--- config.mk ---
export PLATFORM = sky130hd
export DESIGN_NAME = sac_core
export DESIGN_NICKNAME = d
export VERILOG_FILES = /design/src/verilog/sac_pkg.sv /design/src/verilog/sac_sync.sv /design/src/verilog/sac_core.sv
export SDC_FILE = /design/constraint.sdc
export NUM_CORES = 1
export LEC_CHECK = 0
export CAP_MARGIN = 20
export CORE_MARGIN = 8
export CORE_UTILIZATION = 55
export DETAILED_ROUTE_END_ITERATION = 6
export DONT_BUFFER_PORTS = 1
export GPL_ROUTABILITY_DRIVEN = 1
export PLACE_DENSITY = 0.67
export SLEW_MARGIN = 10
export SYNTH_ARGS = -nofsm -noshare
export SYNTH_HDL_FRONTEND = slang
export SYNTH_SLANG_ARGS = --single-unit
--- constraint.sdc ---
create_clock -name ref_clk -period 2.14 [get_ports ref_clk]
set_clock_uncertainty 0.05 [all_clocks]
set_input_delay 0.428 -clock ref_clk [delete_from_list [all_inputs] [get_ports ref_clk]]
set_output_delay 0.428 -clock ref_clk [all_outputs]
set_load 0.03 [all_outputs]
--- src/verilog/sac_pkg.sv ---
// Package with constants and types for the converter control block.
package sac_pkg;
  // Result width and configuration word length.
  localparam int unsigned RES_W    = 12;
  localparam int unsigned CFG_W    = 6;
  // Configuration bit positions, counted from 1 in arrival order.
  localparam int unsigned CFG_SD   = 1;
  localparam int unsigned CFG_OS   = 2;
  localparam int unsigned CFG_UNI  = 5;
  // Clock period and conversion times in nanoseconds.
  localparam int unsigned CLK_NS       = 10;
  localparam int unsigned CONV_TYP_NS  = 1300;
  localparam int unsigned CONV_MAX_NS  = 1600;
  // Typical and longest conversion times in clock cycles, rounded down.
  localparam int unsigned CONV_CYC     = CONV_TYP_NS / CLK_NS;
  localparam int unsigned CONV_MAX_CYC = CONV_MAX_NS / CLK_NS;
  localparam int unsigned CNT_W        = 8;
  localparam logic [CNT_W-1:0] CNT_ZERO = 8'h00;
  localparam logic [3:0] BIT_ZERO = 4'h0;
  localparam logic [RES_W-1:0] RES_ZERO = 12'h000;
  localparam logic [RES_W-1:0] RES_MID  = 12'h800;
  localparam logic [CFG_W-1:0] CFG_ZERO = 6'h00;

  // Conversion states, one-hot.
  typedef enum logic [2:0] {
    ST_IDLE  = 3'b001,
    ST_CONV  = 3'b010,
    ST_SLEEP = 3'b100
  } sac_state_t;

  // Serial port pins seen by the device.
  typedef struct packed {
    logic conversion_trigger;
    logic sck;
    logic sdi;
  } sac_link_in_t;

  // Serial data out with its output enable.
  typedef struct packed {
    logic sdo;
    logic sdo_oe;
  } sac_link_out_t;
endpackage : sac_pkg

--- src/verilog/sac_sync.sv ---
// Three-stage input synchroniser with agreement detection.
`timescale 1ns/1ps
module sac_sync (
  input  wire logic ref_clk,  // Block clock.
  input  wire logic rstn,     // Asynchronous reset, active low.
  input  wire logic din,      // Asynchronous input.
  output logic      level,    // Filtered level.
  output logic      rise,     // One-cycle rising pulse.
  output logic      fall      // One-cycle falling pulse.
);
  logic s1_ff;
  logic s2_ff;
  logic s3_ff;
  logic lvl_ff;
  logic nxt_lvl;

  // A change counts once the second and third stages agree.
  assign nxt_lvl = (s2_ff == s3_ff) ? s2_ff : lvl_ff;
  assign level   = lvl_ff;
  assign rise    = nxt_lvl & ~lvl_ff;
  assign fall    = ~nxt_lvl & lvl_ff;

  // Shift chain and filtered level.
  always_ff @(posedge ref_clk or negedge rstn) begin
    if (!rstn) begin
      s1_ff  <= 1'b0;
      s2_ff  <= 1'b0;
      s3_ff  <= 1'b0;
      lvl_ff <= 1'b0;
    end else begin
      s1_ff  <= din;
      s2_ff  <= s1_ff;
      s3_ff  <= s2_ff;
      lvl_ff <= nxt_lvl;
    end
  end
endmodule : sac_sync

--- src/verilog/sac_core.sv ---
// Conversion timing and serial readout for the 12-bit converter.
`timescale 1ns/1ps
// Functional notes
// - Trigger rising edge starts a conversion.
// - Internal clock times each conversion.
// - Serial output enabled only while trigger low.
// - Bipolar twos complement, unipolar straight binary.
// - Trigger low at end: MSB out, stay awake.
// - Four-wire port: trigger, clock, data in, out.
// - Config sampled on first six rising clocks.
// - Output changes on falling serial clock.
// - Config bits: sd 1, odd 2, unipolar 5.
// - Trigger high after conversion puts device asleep.
module sac_core
  import sac_pkg::*;
(
  input  wire logic                 ref_clk,     // Block clock, 100 MHz.
  input  wire logic                 rstn,        // Asynchronous reset, active low.
  input  wire sac_pkg::sac_link_in_t link_in,    // Trigger, serial clock, serial in.
  input  wire logic [11:0]          sample_code, // Offset-binary code from the SAR.
  output sac_pkg::sac_link_out_t    link_out,    // Serial out and its enable.
  output logic                      asleep,      // High while powered down.
  output logic                      converting,  // High during a conversion.
  output logic                      diff_select, // Single-ended/differential config bit.
  output logic                      odd_select   // Odd/sign config bit.
);
  import sac_pkg::*;

  logic trig_lvl, trig_rise, trig_fall;
  logic sck_rise, sck_fall, sdi_lvl;
  sac_state_t state_ff;
  logic [CNT_W-1:0] cnt_ff;
  logic [RES_W-1:0] shift_ff;
  logic [3:0]       bitcnt_ff;
  logic [CFG_W-1:0] cfg_ff;
  logic             unipolar_select_ff;
  logic             diff_ff;
  logic             odd_ff;
  logic             sdo_ff;
  logic             oe_ff;
  logic             asleep_ff;
  logic             converting_ff;
  logic             conv_done;

  // Synchronise the pins from the host.
  sac_sync u_trig (.ref_clk(ref_clk), .rstn(rstn), .din(link_in.conversion_trigger),
                   .level(trig_lvl), .rise(trig_rise), .fall(trig_fall));
  sac_sync u_sck  (.ref_clk(ref_clk), .rstn(rstn), .din(link_in.sck),
                   .level(), .rise(sck_rise), .fall(sck_fall));
  sac_sync u_sdi  (.ref_clk(ref_clk), .rstn(rstn), .din(link_in.sdi),
                   .level(sdi_lvl), .rise(), .fall());

  assign conv_done = (state_ff == ST_CONV) && (cnt_ff == CNT_W'(CONV_CYC - 1));

  // Conversion state machine; the busy flag moves with it so the output leaves a flop.
  always_ff @(posedge ref_clk or negedge rstn) begin
    if (!rstn) begin
      state_ff      <= ST_IDLE;
      converting_ff <= 1'b0;
    end else begin
      case (state_ff)
        ST_IDLE, ST_SLEEP: begin
          if (trig_rise) begin
            state_ff      <= ST_CONV;
            converting_ff <= 1'b1;
          end else if (state_ff == ST_SLEEP && !trig_lvl) begin
            state_ff <= ST_IDLE;
          end
        end
        ST_CONV: begin
          if (conv_done) begin
            state_ff      <= trig_lvl ? ST_SLEEP : ST_IDLE;
            converting_ff <= 1'b0;
          end
        end
        default: begin
          state_ff      <= ST_IDLE;
          converting_ff <= 1'b0;
        end
      endcase
    end
  end

  always_ff @(posedge ref_clk or negedge rstn) begin
    if (!rstn) begin
      cnt_ff <= CNT_ZERO;
    end else if (state_ff != ST_CONV) begin
      cnt_ff <= CNT_ZERO;
    end else begin
      cnt_ff <= cnt_ff + 8'h01;
    end
  end

  // Sleep indicator: asleep only after a conversion with trigger high.
  always_ff @(posedge ref_clk or negedge rstn) begin
    if (!rstn) begin
      asleep_ff <= 1'b0;
    end else begin
      asleep_ff <= (conv_done && trig_lvl) || (state_ff == ST_SLEEP && trig_lvl && !trig_rise);
    end
  end

  // Result latch and shift register.
  always_ff @(posedge ref_clk or negedge rstn) begin
    if (!rstn) begin
      shift_ff  <= RES_ZERO;
      bitcnt_ff <= BIT_ZERO;
    end else if (conv_done) begin
      shift_ff  <= unipolar_select_ff ? sample_code : (sample_code ^ RES_MID);
      bitcnt_ff <= BIT_ZERO;
    end else if (trig_fall) begin
      bitcnt_ff <= BIT_ZERO;
    end else if (!trig_lvl && state_ff != ST_CONV && sck_fall
                 && bitcnt_ff != 4'(RES_W)) begin
      shift_ff  <= {shift_ff[RES_W-2:0], 1'b0};
      bitcnt_ff <= bitcnt_ff + 4'h1;
    end
  end

  always_ff @(posedge ref_clk or negedge rstn) begin
    if (!rstn) begin
      cfg_ff <= CFG_ZERO;
    end else if (trig_fall || conv_done) begin
      cfg_ff <= CFG_ZERO;
    end else if (!trig_lvl && state_ff != ST_CONV && sck_rise && !cfg_ff[CFG_W-1]) begin
      cfg_ff <= {cfg_ff[CFG_W-2:0], 1'b1};
    end
  end

  always_ff @(posedge ref_clk or negedge rstn) begin
    if (!rstn) begin
      diff_ff            <= 1'b0;
      odd_ff             <= 1'b0;
      unipolar_select_ff <= 1'b0;
    end else if (!trig_lvl && state_ff != ST_CONV && sck_rise && !cfg_ff[CFG_W-1]) begin
      if (cfg_ff == CFG_ZERO) begin
        diff_ff <= sdi_lvl;
      end
      if (cfg_ff[CFG_OS-2] && !cfg_ff[CFG_OS-1]) begin
        odd_ff <= sdi_lvl;
      end
      if (cfg_ff[CFG_UNI-2] && !cfg_ff[CFG_UNI-1]) begin
        unipolar_select_ff <= sdi_lvl;
      end
    end
  end

  // Serial output and enable.
  always_ff @(posedge ref_clk or negedge rstn) begin
    if (!rstn) begin
      sdo_ff <= 1'b0;
      oe_ff  <= 1'b0;
    end else begin
      oe_ff  <= !trig_lvl && state_ff != ST_CONV;
      sdo_ff <= shift_ff[RES_W-1];
    end
  end

  assign link_out.sdo    = sdo_ff;
  assign link_out.sdo_oe = oe_ff;
  assign asleep          = asleep_ff;
  assign converting      = converting_ff;
  assign diff_select     = diff_ff;
  assign odd_select      = odd_ff;

  // Conversion lasts exactly the fixed count, neither a cycle more nor less.
  localparam int CONV_TAIL = CONV_CYC - 8;
endmodule : sac_core

After elaboration in Yosys (flattened, before gate mapping)
Cells that the tools add are included.
W data, S select, Z words.
{"block": "totals", "rom_bits": 0, "out_inout_bits": 6, "register_bits": 52, "latch_bits": 0, "inputBits": 17, "ramBits": 0, "memories": 0, "elab_cells": 98}
{"block": "op_classes", "n_eq_ne": 13, "muxes": 20, "shift": 0, "reduce_logical": 30, "multipliers": 0, "n_addsub": 2, "order_cmp": 0, "div": 0, "bitwise": 9}
{"operator": "$mux W12", "count": 4}
{"operator": "$logic_and A1 B1 Y1", "count": 12}
{"operator": "$mux W3", "count": 4}
{"operator": "$mux W4", "count": 3}
{"operator": "$mux W6", "count": 2}
{"operator": "$reduce_and A2 Y1", "count": 6}
{"operator": "$add A8 B1 Y8 const B", "count": 1}
{"operator": "$eq A8 B8 Y1 const B", "count": 1}
{"operator": "$mux W8", "count": 1}
{"operator": "$logic_not A6 Y1", "count": 1}
{"operator": "$pmux W3 S2", "count": 1}
{"operator": "$logic_not A1 Y1", "count": 5}
{"operator": "$not A1 Y1", "count": 5}
{"operator": "$add A4 B1 Y4 const B", "count": 1}
{"operator": "$and A1 B1 Y1", "count": 4}
{"operator": "$mux W1", "count": 4}
{"operator": "$ne A2 B2 Y1 const B", "count": 2}
{"operator": "$ne A4 B4 Y1 const B", "count": 1}
{"operator": "$reduce_bool A2 Y1", "count": 2}
{"operator": "$eq A1 B1 Y1", "count": 3}
{"operator": "$eq A3 B1 Y1 const B", "count": 1}
{"operator": "$eq A3 B2 Y1 const B", "count": 1}
{"operator": "$eq A3 B3 Y1 const B", "count": 1}
{"operator": "$ne A3 B2 Y1 const B", "count": 1}
{"operator": "6 further kinds", "count": 7}

Depth between registers and ports, before layout
{"block": "logic_depth", "word_depth": 9, "mapped_depth": 8, "mapped_depth_nobuf": 6}

By module
Synthesis repeated with hierarchy kept, for this count alone.
{"block": "hier_totals", "hier_cells": 208, "hier_area_um2": 2258.4}
{"mod": "sac_core", "cells_per_inst": 187, "n_inst": 1, "area_each_um2": 1871.8, "seq_area_each_um2": 1002.2}
{"mod": "sac_sync", "cells_per_inst": 7, "n_inst": 3, "area_each_um2": 128.9, "seq_area_each_um2": 100.1}

Least setup slack after synthesis
OpenSTA, ideal clock, no wires.
{"block": "synth_timing", "path_kind": "register to register", "start": "reg state_ff[2]", "end": "reg shift_ff[10]", "setup_ns": 0.118, "setup_slack_ns": 0.383, "t_required_ns": 1.972, "arrival_time_ns": 1.589, "path_stages_with_launch": 7, "synth_period_minus_slack_ns": 1.757, "n_path_buf": 2, "path_cell_list": "dfrtp_1 or3b_4 and4b_1 buf_6 buf_6 a22o_1 a21o_1"}
{"block": "synth_between", "elab_chain_len": 6, "word_cells_on_any_way": 10, "cone_classes": "eq/ne (3); mux (1); reduce/logical (6)"}
{"element": "start, declared", "line_no": "sac_core.sv:31", "source": "sac_state_t state_ff;"}
{"element": "start signal, assigned", "line_no": "sac_core.sv:72", "source": "state_ff <= trig_lvl ? ST_SLEEP : ST_IDLE;"}
{"element": "$ne A3 B2 Y1", "line_no": "sac_core.sv:113", "source": "end else if (!trig_lvl && state_ff != ST_CONV && sck_fall"}
{"element": "$logic_and A1 B1 Y1 (2 in series)", "line_no": "sac_core.sv:113"}
{"element": "$logic_and A1 B1 Y1", "line_no": "sac_core.sv:114", "source": "&& bitcnt_ff != 4'(RES_W)) begin"}
{"element": "$reduce_bool A2 Y1 (no source line)"}
{"element": "$reduce_and A2 Y1 (no source line)"}
{"element": "end signal, assigned", "line_no": "sac_core.sv:109", "source": "shift_ff <= unipolar_select_ff ? sample_code : (sample_code ^ RES_MID);"}
{"element": "end signal, assigned", "line_no": "sac_core.sv:115", "source": "shift_ff <= {shift_ff[RES_W-2:0], 1'b0};"}
{"element": "end, declared", "line_no": "sac_core.sv:33", "source": "logic [RES_W-1:0] shift_ff;"}
Parallel ways exist; a longest one is shown, timed or not.
A chain may end at the register's enable or synchronous reset.

Worst setup path after layout
{"block": "layout_timing", "start": "reg state_ff[2]", "end": "reg shift_ff[11]"}
Same word-level chain as after synthesis.

==> metrics.yaml <==
overflow: 0
die_x_um: 79.48
hold_class: "in -> reg"
gr-usage-met3_pct: 4.617
grt_pass1_wl_mm: 6.175
crit_type: "reg -> reg"
antenna_cells: 0
fill_cells: 306
cp.arrival_ps: 2110
wire_per_inst_um: 15.46
cts_tree: "done"
firstDrtPassIters: 4
cap_violations: 0
start_kind: "flip-flop"
slowest_stage: "or3b_4"
clock_latency_ps: 290
dp_cells: 231
synth_top_flop_cell: "dfrtp_1"
die_h_um: 79.48
setup_viol: 0
clock_sinks: 52
antenna_left: 0
cts_root_buffer: "clkbuf_8"
clk_pin_slew_worst_paths_ps: 90
htree_levels: 2
synth_edf_count: 0
die_area_mm2: 0.006316
busiest_layer: "met2"
nNetsFinal: 211
max_stage_delay_ps: 520
finalHoldViolCount: 0
worst_pin_slew_ps: 626.1
cp_max_fo: 13
status: "finished, final reports clean"
syn_avg_cell_area_um2: 11.91
dpl.hpwl_mm: 2.614
power_density_mw_per_mm2: 791.3
crit_chain: "or3b_4, and4b_1, buf_4, a22o_1, a21o_1"
slew_viol_final: 0
grt_use_total_pct: 12.27
cts_max_path_buffers: 2
rsz0062_at_grt: "false"
grt_use_met2_pct: 19.56
drt-total-wl_mm: 3.711
numPortBuffers: 0
async_flop_share_pct: 100.0
antenna_found_initial: 0
hold_ws_ps: 106.0
synth_area_leaders: "dfrtp_1 58%, a22o_1 4.3%, a21o_1 4.1%"
synth-seq-cells: 52
ir_drop_mv: 0.6421
crit_family: "simple AND/OR/NAND/NOR gates"
yosysWarnings: 0
rows: 23
worstPathRequired_ps: 2280
postCtsSetupRepairBufs: 0
slew_headroom_pct: 58.03
endpoint_kind: "flip-flop"
synth_top_area_share_pct: 57.59
area_growth_pct: 7.002
finalCriticalPeriod_ps: 1966
first_global_vias: 1376
drt_iter0_markers: 48
viasPerCell: 5.725
syn_inst: 186
fin_crit_sh_pct: 91.89
final_common_cell: "dfrtp_1"
final_cells: 240
ios: 23
drive_gt1_share_pct: 10.53
synth_nets: 207
grt_max_degree: 53
fp.coreArea_mm2: 0.003943
yosysSeqAreaShare_pct: 58.78
syn_area_mm2: 0.002216
drc_errors: 0
start_util_pct: 56.20
grtUsageMet1_pct: 14.92
most-common-layout-cells: "51 x dfrtp_1, 19 x nor2_1, 12 x a21o_1"
max_freq_mhz: 508.5
routabilityCongestion: 0.8181
synth_top_area_cell: "dfrtp_1"
synth.distinct_cells: 38
p_leak_nw: 1.151
cp.buffers_inverters: 1
numCtsBuffers: 5
via_count: 1374
==> timing repair <==
action | in CTS | in global routing
resized for setup | 1 | 1
hold endpoints to repair | 52 | 0
hold buffers | 2 | 0
endpoints found under the setup margin | 3 | 11
cloned | 0 | 0
==> cell type report <==
type | instances | area, um^2 | share of cell area, %
clock buffer | 6 | 72.57 | 3.061
timing repair buffer | 7 | 75.07 | 3.166
inverter | 4 | 15.01 | 0.6332
sequential | 52 | 1303 | 54.93
multi-input combinational | 120 | 838.3 | 35.36
tap | 50 | 62.56 | 2.639
clock inverter | 1 | 5.005 | 0.2111
==> per-layer routing <==
metal  vias up  wire, um
met1       693      1706
li1        653         -
met2        23      1791
met4         0        44
met3         5       168
met5         -         0
==> cells by family (layout without fill, tap and decap cells) <==
logic type	count (synthesis)	count (layout)	synth area share [%]
xor+xnor	10	10	3.952
compound gates	39	39	12.59
fa+ha+maj	7	7	3.614
flops	52	52	58.78
simple gates	59	59	14.91
mux	5	5	2.428
buf+inv	14	18	3.726
==> metrics by stage <==
| step | cell area [um^2] | setup WS (ps) | power, mW | util, % | TNS [ps] |
|---|---|---|---|---|---|
| after floorplan | 2216 | 383.3 | 1.326 | - | 0 |
| after global placement | 2248 | 42.74 | 1.353 | 57.03 | 0 |
| after detailed placement | 2248 | -23.40 | 1.368 | 57.03 | -29.32 |
| after CTS | 2369 | 20.89 | 1.903 | 60.08 | 0 |
| after global routing | 2371 | 97.57 | 1.971 | 60.14 | 0 |
| final | 2371 | 173.5 | 1.876 | 60.14 | 0 |
==> Yosys cell counts, types with 2 or more instances <==
master / n
a21o_1: 12
a21oi_1: 8
a22o_1: 11
and3_1: 2
buf_2: 3
buf_4: 3
buf_6: 2
clkbuf_1: 2
dfrtp_1: 51
ha_1: 4
inv_1: 4
maj3_1: 3
mux2_2: 3
mux2i_1: 2
nand2_1: 6
nand2b_1: 3
nand3_1: 8
nand3b_1: 3
nand4bb_1: 2
nor2_1: 20
nor2b_1: 3
nor3b_1: 2
nor4_1: 2
o21ai_0: 4
or3_1: 2
xnor2_1: 4
xor2_1: 6
==> path summary, 6_finish.rpt <==
kind                                          from                       end  slack, ps  cells past startpoint
setup / recovery           state_ff[2]$_DFFE_PN0P_  shift_ff[11]$_DFFE_PN0P_        170                      5
hold / removal                          link_in[0]     u_sdi.s1_ff$_DFF_PN0_        110                      0
setup reg to reg           state_ff[2]$_DFFE_PN0P_  shift_ff[11]$_DFFE_PN0P_        170                      5
hold reg to reg             u_trig.s1_ff$_DFF_PN0_    u_trig.s2_ff$_DFF_PN0_        300                      0
max in group asynchronous                     rstn   state_ff[0]$_DFFE_PN1P_       1160                      2
min in group asynchronous                     rstn          sdo_ff$_DFF_PN0_        580                      2
==> state kept, by name, summed over array words and instances, names as in the netlist, 3 cells and up <==
register and count:
cnt_ff 8, cfg_ff 6, bitcnt_ff 4, shift_ff 12, state_ff 3
==> power by group <==
part	total [mW]	switching [mW]	internal, mW
Combinational	0.178	0.0870	0.0906
Sequential	1.19	0.122	1.07
Clock	0.506	0.283	0.223
(Power assumes the default switching activity.)
